File: src/include/adcof_pkg.sv
package adcof_pkg;
   // ==========================================================
   // widths and timing
   localparam int WORD_W = 10;
   localparam int LVL_W = 12;
   localparam int LATENCY = 9;
   localparam int CNT_W = 8;
   localparam int BUF_DEPTH = 2;
   localparam int CLK_FREQ_KHZ = 40000;
   localparam int SRC_MIN_FREQ_KHZ = 20000;
   localparam int DUTY_PCT = 50;
   // longest input period the equalizer is specified for, in clock cycles (rounded down)
   localparam int SRC_MAX_PERIOD_CYC = CLK_FREQ_KHZ / SRC_MIN_FREQ_KHZ;
   localparam logic [CNT_W-1:0] PERIOD_MAX = 8'hff;
   localparam logic [CNT_W-1:0] HALF_MIN = 8'h01;

   // ==========================================================
   // full-scale levels of the corrected quantizer result
   localparam logic signed [LVL_W-1:0] POS_FULL = 12'sh1ff;
   localparam logic signed [LVL_W-1:0] NEG_FULL = 12'she00;
   localparam logic [WORD_W-1:0] WORD_RESET = 10'h000;
   localparam logic [WORD_W-1:0] WORD_ONES = 10'h3ff;

   // ==========================================================
   // shared types
   typedef struct packed
   {
      logic flag;
      logic [WORD_W-1:0] word;
   } adcof_sample_s;

   typedef struct packed
   {
      adcof_sample_s [BUF_DEPTH-1:0] mem;
      logic wr_ptr;
      logic rd_ptr;
      logic [1:0] count;
   } adcof_buf_state_s;

   localparam logic [1:0] BUF_FULL_COUNT = 2'h2;
   localparam adcof_buf_state_s BUF_STATE_RESET = '{default: '0};

   typedef struct packed
   {
      logic prev_true;
      logic div_phase;
      logic [CNT_W-1:0] period_cnt;
      logic [CNT_W-1:0] half_period;
      logic [LATENCY-1:0] pipe_valid;
      adcof_sample_s [LATENCY-1:0] pipe;
      logic [WORD_W-1:0] word_true;
      logic [WORD_W-1:0] word_comp;
      logic flag_true;
      logic flag_comp;
      logic fwd_start;
      logic fwd_true;
      logic fwd_comp;
      logic [CNT_W-1:0] fwd_cnt;
      logic overrun;
   } adcof_fmt_state_s;

   localparam adcof_fmt_state_s FMT_STATE_RESET = '{
      period_cnt: HALF_MIN,
      half_period: HALF_MIN,
      word_comp: WORD_ONES,
      flag_comp: 1'b1,
      fwd_comp: 1'b1,
      default: '0
   };
endpackage

File: src/include/adcof_buf_if.sv
interface adcof_buf_if;
   import adcof_pkg::*;
   adcof_sample_s in_data;
   logic in_valid;
   logic in_ready;
   adcof_sample_s out_data;
   logic out_valid;
   logic out_ready;

   modport fifo
   (
      input in_data,
      input in_valid,
      output in_ready,
      output out_data,
      output out_valid,
      input out_ready
   );

   modport user
   (
      output in_data,
      output in_valid,
      input in_ready,
      input out_data,
      input out_valid,
      output out_ready
   );
endinterface

File: src/adcof_buffer.sv
module adcof_buffer
(
   input wire logic clock,
   input wire logic clock_en,
   input wire logic reset_n,
   adcof_buf_if.fifo bus
);
   import adcof_pkg::*;

   adcof_buf_state_s st;
   adcof_buf_state_s next_st;
   logic push;
   logic pop;

   // ==========================================================
   // handshake
   assign bus.in_ready = (st.count != BUF_FULL_COUNT);
   assign bus.out_valid = (st.count != 2'h0);
   assign bus.out_data = st.mem[st.rd_ptr];
   assign push = bus.in_valid && bus.in_ready;
   assign pop = bus.out_valid && bus.out_ready;

   // ==========================================================
   // storage
   always_comb
   begin
      next_st = st;
      if (push)
      begin
         next_st.mem[st.wr_ptr] = bus.in_data;
         next_st.wr_ptr = ~st.wr_ptr;
      end
      if (pop)
      begin
         next_st.rd_ptr = ~st.rd_ptr;
      end
      // full refuses a push, so a simultaneous push and pop keeps the count
      unique case ({push, pop})
         2'b10: next_st.count = st.count + 2'h1;
         2'b01: next_st.count = st.count - 2'h1;
         2'b00, 2'b11: next_st.count = st.count;
      endcase
   end

   always_ff @(posedge clock or negedge reset_n)
   begin
      if (!reset_n)
      begin
         st <= BUF_STATE_RESET;
      end
      else if (clock_en)
      begin
         st <= next_st;
      end
   end
endmodule // adcof_buffer

File: src/adcof_formatter.sv
// Notes on behaviour
// (RULE_01) a sample is taken when the true clock rises, the complement falling
// (RULE_02) each word leaves the pipeline nine conversion clocks after its sample
// (RULE_03) word is valid at the next forwarded clock rising edge; receiver captures there
// (RULE_04) receiver may latch data and synchronise itself with the forwarded clock
// (RULE_05) format low gives two's complement, high gives offset binary
// (RULE_06) an open format input pulls low, giving two's complement
// (RULE_07) each result is delivered as one corrected 10-bit parallel word
// (RULE_08) offset binary: all ones, all zeros, midscale 10 0000 0000
// (RULE_09) two's complement: 01 1111 1111, 10 0000 0000, midscale zero
// (RULE_10) beyond full scale the word clamps to full-scale code and flag sets
// (RULE_11) flag true leg high, complement low when out of range, opposite otherwise
// (RULE_12) exactly full scale is in range
// (RULE_13) halve control low enables divide-by-2, output at half rate
// (RULE_14) halve control high bypasses divider, output at full rate
// (RULE_15) an open halve control pulls low, selecting divide-by-2
// (RULE_16) a 50% duty internal clock is always regenerated; source above 20MHz
// (RULE_17) every complementary leg is the inverse of its true leg
// (RULE_18) the range flag travels the same pipeline as its word
module adcof_formatter
(
   input wire logic clock,
   input wire logic clock_en,
   input wire logic reset_n,
   input wire logic sample_clock_true,
   input wire logic sample_clock_comp,
   input wire logic signed [adcof_pkg::LVL_W-1:0] sample_level,
   input wire logic format_select,
   input wire logic clock_halve_ctrl,
   input wire logic rx_ready,
   output logic [adcof_pkg::WORD_W-1:0] sample_word_true,
   output logic [adcof_pkg::WORD_W-1:0] sample_word_comp,
   output logic range_flag_true,
   output logic range_flag_comp,
   output logic fwd_clock_true,
   output logic fwd_clock_comp,
   output logic overrun
);
   import adcof_pkg::*;

   adcof_fmt_state_s st;
   adcof_fmt_state_s next_st;
   adcof_buf_if buf_bus();

   logic raw_rise;
   logic conv_edge;
   logic out_of_range;
   logic [WORD_W-1:0] twos_word;
   logic [WORD_W-1:0] coded_word;
   logic stall;
   logic pop;

   // ==========================================================
   // regenerated half period, never below one cycle
   function automatic logic [CNT_W-1:0] half_of(input logic [CNT_W-1:0] period);
      logic [15:0] scaled;
      scaled = 16'((int'(period) * DUTY_PCT) / 100);
      if (scaled[15:CNT_W] != '0)
      begin
         return PERIOD_MAX;
      end
      else if (scaled[CNT_W-1:0] < HALF_MIN)
      begin
         return HALF_MIN;
      end
      return scaled[CNT_W-1:0];
   endfunction

   // ==========================================================
   // sample edge and divider
   // both legs are checked so a glitch on one leg alone takes no sample
   assign raw_rise = sample_clock_true && !sample_clock_comp && !st.prev_true; // RULE_01
   // pads pull the halve control low when open
   assign conv_edge = raw_rise && (clock_halve_ctrl || st.div_phase); // RULE_13 RULE_14 RULE_15

   // ==========================================================
   // range check, clamp and coding
   assign out_of_range = (sample_level > POS_FULL) || (sample_level < NEG_FULL); // RULE_10 RULE_12

   always_comb
   begin
      if (sample_level > POS_FULL)
      begin
         twos_word = POS_FULL[WORD_W-1:0]; // RULE_10
      end
      else if (sample_level < NEG_FULL)
      begin
         twos_word = NEG_FULL[WORD_W-1:0]; // RULE_10
      end
      else
      begin
         twos_word = sample_level[WORD_W-1:0]; // RULE_07 RULE_09
      end
   end

   // offset binary is two's complement with the sign bit inverted; an open select reads low
   assign coded_word = format_select ? {~twos_word[WORD_W-1], twos_word[WORD_W-2:0]} : twos_word; // RULE_05 RULE_06 RULE_08

   // ==========================================================
   // output buffer
   adcof_buffer u_buffer
   (
      .clock(clock),
      .clock_en(clock_en),
      .reset_n(reset_n),
      .bus(buf_bus.fifo)
   );

   assign buf_bus.in_data = st.pipe[LATENCY-1];
   assign buf_bus.in_valid = conv_edge && st.pipe_valid[LATENCY-1]; // RULE_02
   // a word that cannot enter the buffer holds the pipeline; the new sample is lost
   assign stall = buf_bus.in_valid && !buf_bus.in_ready;
   // no new word while the forwarded clock is high or about to rise
   assign pop = buf_bus.out_valid && rx_ready && !st.fwd_true && !st.fwd_start;
   assign buf_bus.out_ready = pop;

   // ==========================================================
   // next state
   always_comb
   begin
      next_st = st;
      next_st.prev_true = sample_clock_true;
      next_st.overrun = stall;

      if (raw_rise && !clock_halve_ctrl)
      begin
         next_st.div_phase = ~st.div_phase; // RULE_13
      end
      else if (clock_halve_ctrl)
      begin
         next_st.div_phase = 1'b0;
      end

      // duty-cycle equalizer: measure conversion period, keep half of it
      // limitation: periods above 255 cycles saturate
      if (conv_edge)
      begin
         next_st.period_cnt = HALF_MIN;
         next_st.half_period = half_of(st.period_cnt); // RULE_16
      end
      else if (st.period_cnt != PERIOD_MAX)
      begin
         next_st.period_cnt = st.period_cnt + HALF_MIN;
      end

      // conversion pipeline, flag alongside word
      if (conv_edge && !stall)
      begin
         for (int i = LATENCY - 1; i > 0; i--)
         begin
            next_st.pipe[i] = st.pipe[i-1]; // RULE_02 RULE_18
            next_st.pipe_valid[i] = st.pipe_valid[i-1];
         end
         next_st.pipe[0].word = coded_word; // RULE_07
         next_st.pipe[0].flag = out_of_range; // RULE_18
         next_st.pipe_valid[0] = 1'b1;
      end

      // output word, then forwarded clock rises one cycle later
      if (pop)
      begin
         next_st.word_true = buf_bus.out_data.word;
         next_st.word_comp = ~buf_bus.out_data.word; // RULE_17
         next_st.flag_true = buf_bus.out_data.flag; // RULE_11
         next_st.flag_comp = ~buf_bus.out_data.flag; // RULE_11 RULE_17
         next_st.fwd_start = 1'b1;
      end

      if (st.fwd_start)
      begin
         next_st.fwd_start = 1'b0;
         next_st.fwd_true = 1'b1; // RULE_03
         next_st.fwd_comp = 1'b0; // RULE_17
         next_st.fwd_cnt = st.half_period; // RULE_16
      end
      else if (st.fwd_true)
      begin
         if (st.fwd_cnt <= HALF_MIN)
         begin
            next_st.fwd_true = 1'b0;
            next_st.fwd_comp = 1'b1; // RULE_17
            next_st.fwd_cnt = '0;
         end
         else
         begin
            next_st.fwd_cnt = st.fwd_cnt - HALF_MIN;
         end
      end
   end

   // ==========================================================
   // state register
   always_ff @(posedge clock or negedge reset_n)
   begin
      if (!reset_n)
      begin
         st <= FMT_STATE_RESET;
      end
      else if (clock_en)
      begin
         st <= next_st;
      end
   end

   // ==========================================================
   // outputs, all straight from the state register
   assign sample_word_true = st.word_true;
   assign sample_word_comp = st.word_comp;
   assign range_flag_true = st.flag_true;
   assign range_flag_comp = st.flag_comp;
   assign fwd_clock_true = st.fwd_true;
   assign fwd_clock_comp = st.fwd_comp;
   assign overrun = st.overrun;
endmodule // adcof_formatter

File: config.mk
export PLATFORM = sky130hd
export DESIGN_NAME = adcof_formatter
export DESIGN_NICKNAME = d
export VERILOG_FILES = /design/src/include/adcof_pkg.sv /design/src/include/adcof_buf_if.sv /design/src/adcof_buffer.sv /design/src/adcof_formatter.sv
export SDC_FILE = /design/constraint.sdc
export NUM_CORES = 1
export LEC_CHECK = 0
export ABC_AREA = 1
export BUFFER_PORTS_ARGS = -buffer_cell sky130_fd_sc_hd__clkbuf_2
export CAP_MARGIN = 15
export CORE_MARGIN = 2
export CORE_UTILIZATION = 55
export DETAILED_ROUTE_END_ITERATION = 8
export PLACE_DENSITY = 0.72
export SYNTH_ARGS = -nofsm -noshare
export SYNTH_HDL_FRONTEND = slang
export SYNTH_HIERARCHICAL = 1
export SYNTH_SLANG_ARGS = --single-unit
File: constraint.sdc
create_clock -name clock -period 7.88 [get_ports clock]
set_input_delay 0.788 -clock clock [delete_from_list [all_inputs] [get_ports clock]]
set_output_delay 0.788 -clock clock [all_outputs]
set_load 0.1 [all_outputs]
==> metrics <==
TritonRoute pass-1 iters=5; Synth Register Bits=between 150 and 200; GP Congestion=around 0.88; crit-path max FO=16; I/O Buffers=44; cell area after synthesis=10110 sq um; Num CTS Buffers=17; synth warn=6; number of cell rows=49; area leader, netlist=dfrtp_1; post-route ant nets=0; startpoint types=flop; hold-fix buffers at CTS=0; mux share of post-synthesis cell area=0; wire length after detailed routing=around 19000 um; vias in the first global route=7174; WS Path Type=flop to flop; Synth Area in Simple Gates=0.3270; first-pass GRT wire length=roughly 33000 um; Max Transition Viols Final=0; most common cell after layout, fill and taps aside=nand2_1; fraction of layout instances using a drive strength above 1=0.1512; hold depth=2; Slew HR=0.3330; PostCTS Resize Cnt=0; Post-Synth XOR/XNOR Area=0.01634; CTS sink count=186; clk slew on worst S/H paths=about 0.07 ns; Die W=between 100 and 150 um; GRT overflow=0; final critical-path share of the clock period=0.8499; antenna cells=0; Initial Util=0.5607; final setup fails=0; measured slew at the worst slew-check pin=1.000 ns; synth unique cells=44; initial antenna violation count=0; Net Count, Synth=1321; Max clock buf depth=2; sequential share of the synthesized area=0.4623; Worst Path Required=8.25 ns; vias per std cell=about 5.1; Max stage delay on crit path=0.49 ns; Top cell by count, worst path=nand2_1; largest net degree at the start of global routing=around 120; Fin Clk Skew=~0.013 ns; core area=~18000 sq um; Max Cap Viol=0; fmax=around 150 MHz; Ports=45; Avg WL per Cell=12.36 um; reg-to-reg critical path endpoint=st[142]; commonest non-fill, non-tap cells in the layout=nand2_1, dfrtp_1, inv_1; Synth area leaders=dfrtp_1, nand2_1, ha_1; FF/Latch Area=4672 sq um; HP Start=st[133]; Critical R2R Launch=st[153]; nets=roughly 1.3k; total negative slack for setup checks=0 ns; CTS root buf=clkbuf_16; Synth Area in Adders=0.04928; top cell type's share of synthesized area=0.4259; crit path max-delay cell type=fa_1; Synth Area in Compound Gates=0.06426; hpwl dp=12540 um; R2R depth=48; syn avg cell area=8.002 sq um; # DRC=0; r2r setup slk=around 1.2 ns; Post-CTS Setup Inserts=0; CP endpoint kind=flop; Clock H-tree levels=4; hold crit path type=flop to flop; Tmin final=roughly 6.7 ns; RSZ-0062 raised after global routing=false; multi-input logic area=roughly 4600 sq um; largest family of logic cells by synthesized area=simple AND/OR/NAND/NOR gates; status=finished clean; Total Routing Usage GR=0.2018; drt initial violations=694; final hold vios=0; clock latency on the worst-skew pair=~0.43 ns; Worst Hold Endpoint=st[133]; die height=approximately 140 um; Syn Inst Count=around 1.3k; via count=between 7k and 8k; P&R area growth vs syn=8.159%; fillers=1630; TritonCTS clock tree=yes; arrival time at the worst endpoint=7.07 ns; die area=~20000 sq um
[sequential cells by signal, summed over array words and instances, names as in the netlist]
register and count:
st 124, u_buffer/st 26, buf_bus.in_data 11, sample_word_comp 10
sample_word_true 10, fwd_clock_comp 1, fwd_clock_true 1, overrun 1
range_flag_comp 1, range_flag_true 1
[cell type report]
cell class,instances,share of cell area
Sequential cell,186,0.4274
Multi-Input combinational cell,893,0.4231
Inverter,123,0.04224
Clock buffer,18,0.04018
Tap cell,229,0.02621
Timing Repair Buffer,49,0.02415
Clock inverter,14,0.01671
[per-stage QoR]
| step | worst slack [ns] | std cells | cell area (sq um) | hold WS [ns] | utilization |
|---|---|---|---|---|---|
| 5_1_grt | 0.5331 | 1512 | 10930 | 0.4740 | 0.6064 |
| 2_1_floorplan | 2.142 | 1263 | 10110 | 0.4198 | - |
| 3_5_place_dp | 1.230 | 1480 | 10310 | 0.4446 | 0.5719 |
| 6_report | 1.183 | 1512 | 10930 | 0.4570 | 0.6064 |
| 4_1_cts | 1.198 | 1512 | 10930 | 0.4623 | 0.6064 |
| 3_3_place_gp | 1.411 | 1480 | 10310 | 0.4308 | 0.5719 |
[synthesized netlist by cell type, drive strengths merged]
| cell type | count |
|---|---|
| nand2 | 545 |
| dfrtp | 172 |
| inv | 120 |
| o21ai | 68 |
| nor2 | 65 |
| nand3 | 52 |
| nand4 | 50 |
| ha | 35 |
| buf | 31 |
| clkbuf | 30 |
| a21oi | 22 |
| dfstp | 14 |
| o21a | 13 |
| xor2 | 12 |
| xnor2 | 6 |
| a31oi | 5 |
| clkinv | 3 |
| fa | 3 |
| nor3 | 3 |
| nor4 | 3 |
| nand3b | 2 |
| o22ai | 2 |
| or2 | 2 |
| a22o | 1 |
| a32o | 1 |
| and3 | 1 |
| o2111ai | 1 |
| o211ai | 1 |
[cell families after synthesis]
group                    count (synthesis)
flip-flops                             186
AO/OA/AOI/OAI                          114
AND/OR/NAND/NOR                        723
XOR/XNOR                                18
buffers and inverters                  184
adder cells (fa/ha/maj)                 38
[worst max-delay path by stage]
stage              end  cells after the start  startpoint
6_report       st[142]                     48     st[153]
5_1_grt        st[142]                     50     st[153]
4_1_cts        st[142]                     48     st[153]
3_5_place_dp   st[142]                     48     st[153]
3_3_place_gp   st[142]                     47     st[153]
2_1_floorplan  st[142]                     51     st[153]
[worst max-delay path, delay by kind of cell (launching register included)]
family | cells | cell delay, ns
and+or+nand+nor | 37 | 3.76
DFF | 1 | 0.43
adders and majority gates | 5 | 1.58
AOI/OAI and AO/OA | 1 | 0.49
buffers and inverters | 5 | 0.32
[metal layers]
layer  up-vias  track usage  share of wire
met1      3588       0.2840           0.49
met5         -            0              0
met2       129       0.3199           0.46
met3        18      0.03992          0.033
met4         0      0.06053          0.014
li1       4007            -              -
Power is left out: the tool's default activity adds up to more than one toggle a clock period on the data nets, which glitch-free logic cannot reach.
